==> config.mk <==
export PLATFORM = sky130hd
export DESIGN_NAME = gtu_ctrl
export DESIGN_NICKNAME = d
export VERILOG_FILES = /design/src/gtu_pkg.sv /design/src/gtu_ctrl.sv
export VERILOG_INCLUDE_DIRS = /design/src
export SDC_FILE = /design/constraint.sdc
export NUM_CORES = 1
export LEC_CHECK = 0
export BUFFER_PORTS_ARGS = -buffer_cell sky130_fd_sc_hd__clkbuf_2
export CAP_MARGIN = 20
export CORE_ASPECT_RATIO = 1.25
export CORE_MARGIN = 1.5
export CORE_UTILIZATION = 55
export CTS_BUF_LIST = sky130_fd_sc_hd__clkbuf_2
export DETAILED_ROUTE_END_ITERATION = 16
export PLACE_DENSITY = 0.95
export SYNTH_ARGS = -nofsm -noshare
export SYNTH_HDL_FRONTEND = slang
export SYNTH_SLANG_ARGS = --single-unit
==> constraint.sdc <==
create_clock -name aclk -period 5.22 [get_ports aclk]
set_clock_uncertainty 0.2 [all_clocks]
set_input_delay 0.261 -clock aclk [delete_from_list [all_inputs] [get_ports aclk]]
set_output_delay 0.261 -clock aclk [all_outputs]
set_load 0.005 [all_outputs]
==> src/gtu_defines.svh <==
// Register offsets, field positions and reset values of the general timer unit control block.
`ifndef GTU_DEFINES_SVH
`define GTU_DEFINES_SVH

// ==========================================================================
// Register byte offsets
`define GTU_CFG_OFS        12'h000
`define GTU_CTL_OFS        12'h00c
`define GTU_IMR_OFS        12'h018
`define GTU_RIS_OFS        12'h01c
`define GTU_MIS_OFS        12'h020
`define GTU_ICR_OFS        12'h024

// ==========================================================================
// Control register fields
`define GTU_CTL_A_RUN      0
`define GTU_CTL_A_FREEZE   1
`define GTU_CTL_A_EDGE_LO  2
`define GTU_CTL_CLK_RUN    4
`define GTU_CTL_A_TRIG     5
`define GTU_CTL_A_INV      6
`define GTU_CTL_B_RUN      8
`define GTU_CTL_B_FREEZE   9
`define GTU_CTL_B_EDGE_LO  10
`define GTU_CTL_B_TRIG     13
`define GTU_CTL_B_INV      14
`define GTU_CTL_WMASK      32'h00006f7f

// ==========================================================================
// Interrupt bit positions, shared by mask, raw, masked and clear registers
`define GTU_IRQ_A_TIMEOUT  0
`define GTU_IRQ_A_MATCH    1
`define GTU_IRQ_A_CAPTURE  2
`define GTU_IRQ_CLOCK      3
`define GTU_IRQ_B_TIMEOUT  8
`define GTU_IRQ_B_MATCH    9
`define GTU_IRQ_B_CAPTURE  10
`define GTU_IRQ_WMASK      32'h0000070f

// ==========================================================================
// Reset values and configuration codes
`define GTU_CTL_RESET      32'h00000000
`define GTU_IMR_RESET      32'h00000000
`define GTU_RIS_RESET      32'h00000000
`define GTU_CFG_RESET      3'h0
`define GTU_CFG_RTC        3'h1

`endif

==> src/gtu_pkg.sv <==
// Types shared by the general timer unit control block.
package gtu_pkg;

    // Capture edge selection codes.
    typedef enum logic [1:0]
    {
        GTU_EDGE_RISE     = 2'h0,
        GTU_EDGE_FALL     = 2'h1,
        GTU_EDGE_RESERVED = 2'h2,
        GTU_EDGE_BOTH     = 2'h3
    } gtu_edge_t;

    // Operating mode decoded from the global configuration.
    typedef enum logic [1:0]
    {
        GTU_MODE_T32,
        GTU_MODE_RTC,
        GTU_MODE_T16,
        GTU_MODE_BAD
    } gtu_mode_t;

endpackage

==> src/gtu_ctrl.sv <==
// Control, trigger routing and interrupt status logic of the general timer unit.
// Operation
// - Bit 14 inverts channel B PWM output.
// - Bit 6 inverts channel A PWM output.
// - Bit 13 gates channel B output trigger.
// - Bit 5 gates channel A output trigger.
// - Channel triggers drive converter start inputs.
// - Bits 11:10 select channel B capture edge.
// - Bits 3:2 select channel A capture edge.
// - Bit 9 enables channel B debug stall.
// - Bit 1 enables channel A debug stall.
// - Bit 8 starts or stops channel B.
// - Bit 0 starts or stops channel A.
// - Bit 4 enables real-time clock counting.
// - Mask bit one enables its interrupt source.
// - Mask bits at 10,9,8,3,2,1,0 only.
// - Raw status sets regardless of mask.
// - Raw bit holds until write-one clear.
// - Raw bits share mask bit positions.
// - Masked status equals raw AND mask.
// - Configuration selects 32-bit, clock or 16-bit mode.
`timescale 1ns/1ns
`include "gtu_defines.svh"

module gtu_ctrl
(
    input  wire logic             aclk,
    input  wire logic             aresetn,
    // AXI4-Lite slave.
    input  wire logic [11:0]      s_axi_awaddr,
    input  wire logic             s_axi_awvalid,
    output logic                  s_axi_awready,
    input  wire logic [31:0]      s_axi_wdata,
    input  wire logic [3:0]       s_axi_wstrb,
    input  wire logic             s_axi_wvalid,
    output logic                  s_axi_wready,
    output logic [1:0]            s_axi_bresp,
    output logic                  s_axi_bvalid,
    input  wire logic             s_axi_bready,
    input  wire logic [11:0]      s_axi_araddr,
    input  wire logic             s_axi_arvalid,
    output logic                  s_axi_arready,
    output logic [31:0]           s_axi_rdata,
    output logic [1:0]            s_axi_rresp,
    output logic                  s_axi_rvalid,
    input  wire logic             s_axi_rready,
    // Events from the counter cores, one-cycle pulses.
    input  wire logic             a_timeout_evt,
    input  wire logic             a_match_evt,
    input  wire logic             a_capture_evt,
    input  wire logic             clock_evt,
    input  wire logic             b_timeout_evt,
    input  wire logic             b_match_evt,
    input  wire logic             b_capture_evt,
    // Raw PWM levels and trigger pulses from the counter cores.
    input  wire logic             a_pwm_raw,
    input  wire logic             b_pwm_raw,
    input  wire logic             a_trig_raw,
    input  wire logic             b_trig_raw,
    input  wire logic             debug_halt,
    // Steering toward the counter cores.
    output logic                  chan_a_count_en,
    output logic                  chan_b_count_en,
    output logic                  clock_count_en,
    output gtu_pkg::gtu_edge_t    chan_a_edge_select,
    output gtu_pkg::gtu_edge_t    chan_b_edge_select,
    output gtu_pkg::gtu_mode_t    unit_mode,
    output logic                  chan_a_pwm_out,
    output logic                  chan_b_pwm_out,
    output logic                  adc_trig_a,
    output logic                  adc_trig_b,
    output logic                  timer_irq
);
    import gtu_pkg::*;

    // ======================================================================
    // Register state
    logic [31:0] timer_control_r;
    logic [31:0] interrupt_mask_r;
    logic [31:0] raw_interrupt_status_r;
    logic [2:0]  global_configuration_r;
    logic [31:0] events;
    logic        wr_fire;
    logic        aw_held_r;
    logic        w_held_r;
    logic [11:0] awaddr_r;
    logic [31:0] wdata_r;
    logic [3:0]  wstrb_r;

    // Byte-lane merge used by the control and mask registers and the clear write.
    function automatic logic [31:0] merge(input logic [31:0] old, input logic [31:0] nw,
                                          input logic [3:0] strb, input logic [31:0] wmask);
        logic [31:0] m;
        m = {{8{strb[3]}}, {8{strb[2]}}, {8{strb[1]}}, {8{strb[0]}}} & wmask;
        merge = (old & ~m) | (nw & m);
    endfunction

    // Word index of a byte offset; the two low address bits never select a register.
    function automatic logic [9:0] word_index(input logic [11:0] ofs);
        word_index = ofs[11:2];
    endfunction

    // Decode of the configuration code into a mode.
    function automatic gtu_mode_t decode_mode(input logic [2:0] cfg);
        if (cfg[2])
            decode_mode = GTU_MODE_T16;
        else if (cfg == `GTU_CFG_RESET)
            decode_mode = GTU_MODE_T32;
        else if (cfg == `GTU_CFG_RTC)
            decode_mode = GTU_MODE_RTC;
        else
            decode_mode = GTU_MODE_BAD;
    endfunction

    // ======================================================================
    // Write channel: address and data taken in either order, one at a time.
    assign wr_fire = aw_held_r && w_held_r && !s_axi_bvalid;

    // Address capture; ready falls once an address is held.
    always_ff @(posedge aclk)
    begin
        if (!aresetn)
        begin
            aw_held_r     <= 1'b0;
            awaddr_r      <= 12'h000;
            s_axi_awready <= 1'b0;
        end
        else
        begin
            if (s_axi_awvalid && s_axi_awready)
            begin
                aw_held_r <= 1'b1;
                awaddr_r  <= s_axi_awaddr;
            end
            else if (wr_fire)
                aw_held_r <= 1'b0;
            s_axi_awready <= !aw_held_r && !(s_axi_awvalid && s_axi_awready) && !s_axi_bvalid;
        end
    end

    // Data capture, mirror of the address side.
    always_ff @(posedge aclk)
    begin
        if (!aresetn)
        begin
            w_held_r     <= 1'b0;
            wdata_r      <= 32'h00000000;
            wstrb_r      <= 4'h0;
            s_axi_wready <= 1'b0;
        end
        else
        begin
            if (s_axi_wvalid && s_axi_wready)
            begin
                w_held_r <= 1'b1;
                wdata_r  <= s_axi_wdata;
                wstrb_r  <= s_axi_wstrb;
            end
            else if (wr_fire)
                w_held_r <= 1'b0;
            s_axi_wready <= !w_held_r && !(s_axi_wvalid && s_axi_wready) && !s_axi_bvalid;
        end
    end

    // Write response; unmapped or read-only offsets answer SLVERR.
    always_ff @(posedge aclk)
    begin
        if (!aresetn)
        begin
            s_axi_bvalid <= 1'b0;
            s_axi_bresp  <= 2'h0;
        end
        else if (wr_fire)
        begin
            s_axi_bvalid <= 1'b1;
            unique case (awaddr_r[11:2])
                word_index(`GTU_CFG_OFS), word_index(`GTU_CTL_OFS),
                word_index(`GTU_IMR_OFS), word_index(`GTU_ICR_OFS):
                    s_axi_bresp <= 2'h0;
                default:
                    s_axi_bresp <= 2'h2;
            endcase
        end
        else if (s_axi_bready)
            s_axi_bvalid <= 1'b0;
    end

    // ======================================================================
    // Software-written registers.
    always_ff @(posedge aclk)
    begin
        if (!aresetn)
        begin
            timer_control_r        <= `GTU_CTL_RESET;
            interrupt_mask_r       <= `GTU_IMR_RESET;
            global_configuration_r <= `GTU_CFG_RESET;
        end
        else if (wr_fire)
        begin
            // Reserved bits are kept at zero so software cannot disturb them.
            if (awaddr_r[11:2] == word_index(`GTU_CTL_OFS))
                timer_control_r <= merge(timer_control_r, wdata_r, wstrb_r, `GTU_CTL_WMASK);
            if (awaddr_r[11:2] == word_index(`GTU_IMR_OFS))
                interrupt_mask_r <= merge(interrupt_mask_r, wdata_r, wstrb_r,
                                          `GTU_IRQ_WMASK);
            if (awaddr_r[11:2] == word_index(`GTU_CFG_OFS) && wstrb_r[0])
                global_configuration_r <= wdata_r[2:0];
        end
    end

    // ======================================================================
    // Raw status: events latch regardless of mask, set beats a same-cycle clear.
    assign events = {21'h000000, b_capture_evt, b_match_evt, b_timeout_evt, 4'h0,
                     clock_evt, a_capture_evt, a_match_evt, a_timeout_evt};

    always_ff @(posedge aclk)
    begin
        if (!aresetn)
            raw_interrupt_status_r <= `GTU_RIS_RESET;
        else if (wr_fire && awaddr_r[11:2] == word_index(`GTU_ICR_OFS))
            raw_interrupt_status_r <= ((raw_interrupt_status_r & ~merge(32'h0, wdata_r, wstrb_r,
                                        `GTU_IRQ_WMASK)) | events) & `GTU_IRQ_WMASK;
        else
            raw_interrupt_status_r <= (raw_interrupt_status_r | events)
                                      & `GTU_IRQ_WMASK;
    end

    // ======================================================================
    // Read channel: one read at a time, answer one cycle after the address.
    always_ff @(posedge aclk)
    begin
        if (!aresetn)
        begin
            s_axi_arready <= 1'b0;
            s_axi_rvalid  <= 1'b0;
            s_axi_rdata   <= 32'h00000000;
            s_axi_rresp   <= 2'h0;
        end
        else if (s_axi_arvalid && s_axi_arready)
        begin
            s_axi_arready <= 1'b0;
            s_axi_rvalid  <= 1'b1;
            s_axi_rresp   <= 2'h0;
            unique case (s_axi_araddr[11:2])
                word_index(`GTU_CFG_OFS): s_axi_rdata <= {29'h0, global_configuration_r};
                word_index(`GTU_CTL_OFS): s_axi_rdata <= timer_control_r;
                word_index(`GTU_IMR_OFS): s_axi_rdata <= interrupt_mask_r;
                word_index(`GTU_RIS_OFS): s_axi_rdata <= raw_interrupt_status_r;
                word_index(`GTU_MIS_OFS):
                    s_axi_rdata <= raw_interrupt_status_r & interrupt_mask_r;
                word_index(`GTU_ICR_OFS): s_axi_rdata <= 32'h00000000;
                default:
                begin
                    s_axi_rdata <= 32'h00000000;
                    s_axi_rresp <= 2'h2;
                end
            endcase
        end
        else if (s_axi_rvalid)
        begin
            if (s_axi_rready)
            begin
                s_axi_rvalid  <= 1'b0;
                s_axi_arready <= 1'b1;
            end
        end
        else
            s_axi_arready <= 1'b1;
    end

    // ======================================================================
    // Steering outputs: enables are held off while a frozen channel sees a halt.
    always_ff @(posedge aclk)
    begin
        if (!aresetn)
        begin
            chan_a_count_en    <= 1'b0;
            chan_b_count_en    <= 1'b0;
            clock_count_en     <= 1'b0;
            chan_a_edge_select <= GTU_EDGE_RISE;
            chan_b_edge_select <= GTU_EDGE_RISE;
            unit_mode          <= GTU_MODE_T32;
        end
        else
        begin
            chan_a_count_en <= timer_control_r[`GTU_CTL_A_RUN]
                               && !(timer_control_r[`GTU_CTL_A_FREEZE]
                                    && debug_halt);
            chan_b_count_en <= timer_control_r[`GTU_CTL_B_RUN]
                               && !(timer_control_r[`GTU_CTL_B_FREEZE]
                                    && debug_halt);
            // Clock counting also rides on channel A's freeze, as it uses that counter.
            clock_count_en  <= timer_control_r[`GTU_CTL_CLK_RUN]
                               && !(timer_control_r[`GTU_CTL_A_FREEZE] && debug_halt);
            chan_a_edge_select <=
                gtu_edge_t'(timer_control_r[`GTU_CTL_A_EDGE_LO +: 2]);
            chan_b_edge_select <=
                gtu_edge_t'(timer_control_r[`GTU_CTL_B_EDGE_LO +: 2]);
            unit_mode          <= decode_mode(global_configuration_r);
        end
    end

    // PWM polarity, converter triggers and the interrupt line, each registered.
    always_ff @(posedge aclk)
    begin
        if (!aresetn)
        begin
            chan_a_pwm_out <= 1'b0;
            chan_b_pwm_out <= 1'b0;
            adc_trig_a     <= 1'b0;
            adc_trig_b     <= 1'b0;
            timer_irq      <= 1'b0;
        end
        else
        begin
            chan_a_pwm_out <= a_pwm_raw ^ timer_control_r[`GTU_CTL_A_INV];
            chan_b_pwm_out <= b_pwm_raw ^ timer_control_r[`GTU_CTL_B_INV];
            adc_trig_a     <= a_trig_raw & timer_control_r[`GTU_CTL_A_TRIG];
            adc_trig_b     <= b_trig_raw & timer_control_r[`GTU_CTL_B_TRIG];
            timer_irq      <= |(raw_interrupt_status_r & interrupt_mask_r);
        end
    end

endmodule

==> results.sh <==
export IMPL_avgRoutedWirePerCell_microns=15.8
export IMPL_final_max_slew_viol_count=0
export IMPL_hold_viol_final=1
export IMPL_yosysSeqAreaShare_pct=47.6
export IMPL_synth_seq_cells=91
export IMPL_drt_iter0_markers=333
export IMPL_drc_errors=0
export IMPL_grtUsageTotal_pct=27.4
export IMPL_fin_crit_ps=2300
export IMPL_core_sq_mm=0.00665
export IMPL_hold_path_class="in -> reg"
export IMPL_status="complete, but fails checks"
export IMPL_r2r_cells=4
export IMPL_die_w_microns=77.6
export IMPL_whs_path_depth=5
export IMPL_cp_max_fo=5
export IMPL_fp_row_count=33
export IMPL_clk_pin_slew_ps=280
export IMPL_rsz0062_at_grt="false"
export IMPL_dr_pass1_iters=6
export IMPL_grt_antenna_before_repair=0
export IMPL_synth_area_per_cell_sq_um=8.75
export IMPL_drt_vias_per_instance=5.71
export IMPL_async_flop_share_pct=0
export IMPL_power_density_mw_per_mm2=261
export IMPL_synth_simple_gate_area_share_pct=22.3
export IMPL_hold_end="s_axi_rdata[13]$_SDFFE_PN0P_"
export IMPL_r2r_slack_ps=3090
export IMPL_dr_total_vias=3702
export IMPL_cp_end_kind="flip-flop"
export IMPL_synth_warnings=0
export IMPL_fin_nets=635
export IMPL_max_slew_margin_pct=30.1
export IMPL_hold_start="s_axi_araddr[6]"
export IMPL_leakage_nw=2.05
export IMPL_synthDistinctLibCells=47
export IMPL_insertion_delay_ps=570
export IMPL_dp_hpwl_mm=6.68
export IMPL_criticalPathCategory="in -> reg"
export IMPL_die_y_microns=96.2
export IMPL_ir_worst_vdd_uv=206
export IMPL_grt_max_degree=65
export IMPL_violations="hold timing"
export IMPL_p_total_mw=1.24
export IMPL_start_kind="input port"
export IMPL_initial_core_util_pct=57.5
export IMPL_cap_violations=0
export IMPL_synth_top_family_by_area="simple AND/OR/NAND/NOR gates"
export IMPL_synthAdderAreaFrac_pct=0
export IMPL_cts_setup_buffers=0
export IMPL_max_freq_mhz=436
export IMPL_synth_edf_count=0
export IMPL_numPortBuffers=87
export IMPL_grt_overflow=0
export IMPL_dieArea_sq_mm=0.00746
export IMPL_area_delta_synth_final_pct=24.5
export IMPL_tns_ps=0
export IMPL_synth_xor_area_share_pct=0.687
export IMPL_synth_mux_area_share_pct=4.55
export IMPL_crit_reg2reg_launch="awaddr_r[9]$_SDFFE_PN0P_"
export IMPL_grt_pass1_vias=3501
export IMPL_finalCritPeriodShare_pct=44.0
export IMPL_setup_viol=0
export IMPL_clockBufferDepth=2
export IMPL_syn_area_sq_mm=0.00382
export IMPL_synth_compound_area_share_pct=17.2
export IMPL_crit_arrival_ps=2590
export IMPL_cts_tree="done"
export IMPL_n_antenna_cell=0
export IMPL_postRouteAntennaNets=0
export IMPL_worst_slew_pin_slew_ps=1050
export IMPL_h_tree_depth=3
export IMPL_top_level_ports=134
export IMPL_clock_sinks=91
export IMPL_cts_inserted_buffers=9
export IMPL_cts_root_buffer="clkbuf_2"
export IMPL_syn_instance_count=437
export IMPL_ys_flop_type="dfxtp_1"
export IMPL_required_ps=5520
export IMPL_wirelength_mm=10.2
export IMPL_whs_ps=-5.54
export IMPL_gp_congestion=0.895
export IMPL_grt_pass1_wl_mm=16.0
export IMPL_layout_drive_gt1_share_pct=20.5
-- worst max path at each step --
stage / start / to / slack (ps) / cells past startpoint
detailed placement: awaddr_r[9]$_SDFFE_PN0P_ / flip-flop / 3160 / 4
CTS: awaddr_r[9]$_SDFFE_PN0P_ / flip-flop / 3160 / 4
global route: s_axi_araddr[8] / s_axi_rdata[0]$_SDFFE_PN0P_ / 2940 / 7
global placement: aresetn / unit_mode[0]$_SDFF_PP0_ / 3260 / 3
floorplan: awaddr_r[9]$_SDFFE_PN0P_ / flip-flop / 3580 / 5
finish: s_axi_araddr[8] / s_axi_rdata[2]$_SDFFE_PN0P_ / 2920 / 7
-- metal layers --
layer	global-route usage, %	up-vias	part of all wire (%)
met4	16.5	0	4.6
met5	0	-	0
met1	29.4	1714	37
li1	-	1734	-
met2	49.6	204	51
met3	5.88	50	7.1
-- critical path, stage by stage --
cell and delay, ps:
dlygate4sd3_1 530, clkbuf_2 110, or4_4 470, dlygate4sd3_1 600, nor4_2 290, a21oi_1 160
a21oi_1 170
-- synthesized netlist by cell type (2+ instances only) --
| library cell | number | area [sq um] |
|---|---|---|
| a21o_1 | 4 | 30.0 |
| a21oi_1 | 48 | 240 |
| a22o_1 | 4 | 35.0 |
| a22oi_1 | 12 | 90.1 |
| a31oi_1 | 9 | 56.3 |
| a32o_1 | 3 | 30.0 |
| a32oi_1 | 3 | 26.3 |
| and2_1 | 7 | 43.8 |
| and3_1 | 7 | 43.8 |
| and3b_1 | 2 | 17.5 |
| and4_1 | 2 | 17.5 |
| and4b_1 | 2 | 20.0 |
| buf_1 | 4 | 15.0 |
| buf_2 | 2 | 10.0 |
| buf_4 | 22 | 165 |
| clkbuf_1 | 15 | 56.3 |
| dfxtp_1 | 91 | 1820 |
| inv_1 | 10 | 37.5 |
| mux2_2 | 3 | 33.8 |
| mux2i_1 | 14 | 140 |
| nand2_1 | 58 | 218 |
| nand2b_1 | 7 | 43.8 |
| nand3_1 | 15 | 75.1 |
| nand4_1 | 3 | 18.8 |
| nor2_1 | 30 | 113 |
| nor2b_1 | 4 | 25.0 |
| nor3_1 | 7 | 35.0 |
| nor4_2 | 2 | 25.0 |
| nor4_4 | 2 | 42.5 |
| nor4b_1 | 3 | 26.3 |
| o21ai_0 | 24 | 120 |
| o21bai_1 | 2 | 15.0 |
| xnor2_1 | 2 | 17.5 |
-- power breakdown --
group | leakage [nW] | switching (mW) | total, mW | internal (mW)
combinational | 1.23 | 0.0722 | 0.137 | 0.0649
clock | 0.0784 | 0.246 | 0.365 | 0.119
sequential | 0.740 | 0.0210 | 0.738 | 0.717
-- layout make-up --
class / instances / area [sq um]
fillers: 504 / 1890
repair buffers: 131 / 876
flip-flops and latches: 91 / 1820
multi-input cells: 312 / 1790
well taps: 87 / 109
clock inverters: 6 / 72.6
inverters: 11 / 41.3
clock buffers: 10 / 50.0
-- through the flow --
step | setup slack (ps) | utilization, % | instances | cell area (sq um) | hold WS [ps]
floorplan | 3580 | - | 457 | 3900 | 152
global placement | 3260 | 63.1 | 588 | 4200 | 243
detailed placement | 3160 | 63.1 | 588 | 4200 | 251
CTS | 3160 | 71.3 | 646 | 4740 | 4.48
global route | 2940 | 71.6 | 648 | 4760 | 3.38
finish | 2920 | 71.6 | 648 | 4760 | -5.54
-- logic make-up (layout without fill, tap and decap cells) --
family	Yosys count	in the layout
AOI/OAI and AO/OA	111	111
xor gates and xnor gates	3	3
buffers and inverters	54	158
DFF	91	91
muxes	17	17
other	1	21
and+or+nand+nor	160	160
-- repair_timing --
action | 4_1_cts | 5_1_grt
endpoints found under the setup margin | 0 | 0
resized for setup | 0 | 0
hold buffers | 42 | 2
hold endpoints to repair | 44 | 1
-- cell usage in the layout, fill, tap and decap left out, types with 4 or more instances in the layout --
cell type | Yosys | routed
clkbuf_2 | 0 | 97
inv_1 | 10 | 10
dlygate4sd3_1 | 0 | 44
a31oi_1 | 9 | 9
nor2_1 | 30 | 30
and3_1 | 7 | 7
a22oi_1 | 12 | 12
dfxtp_1 | 91 | 91
nor2b_1 | 4 | 4
a21oi_1 | 48 | 48
nand2b_1 | 7 | 7
o21ai_0 | 24 | 24
and2_1 | 7 | 7
nor3_1 | 7 | 7
nand3_1 | 15 | 15
mux2i_1 | 14 | 14
conb_1 | 1 | 21
nand2_1 | 58 | 58
a22o_1 | 4 | 4
a21o_1 | 4 | 4
No activity file was read; power rests on OpenSTA's default activity.
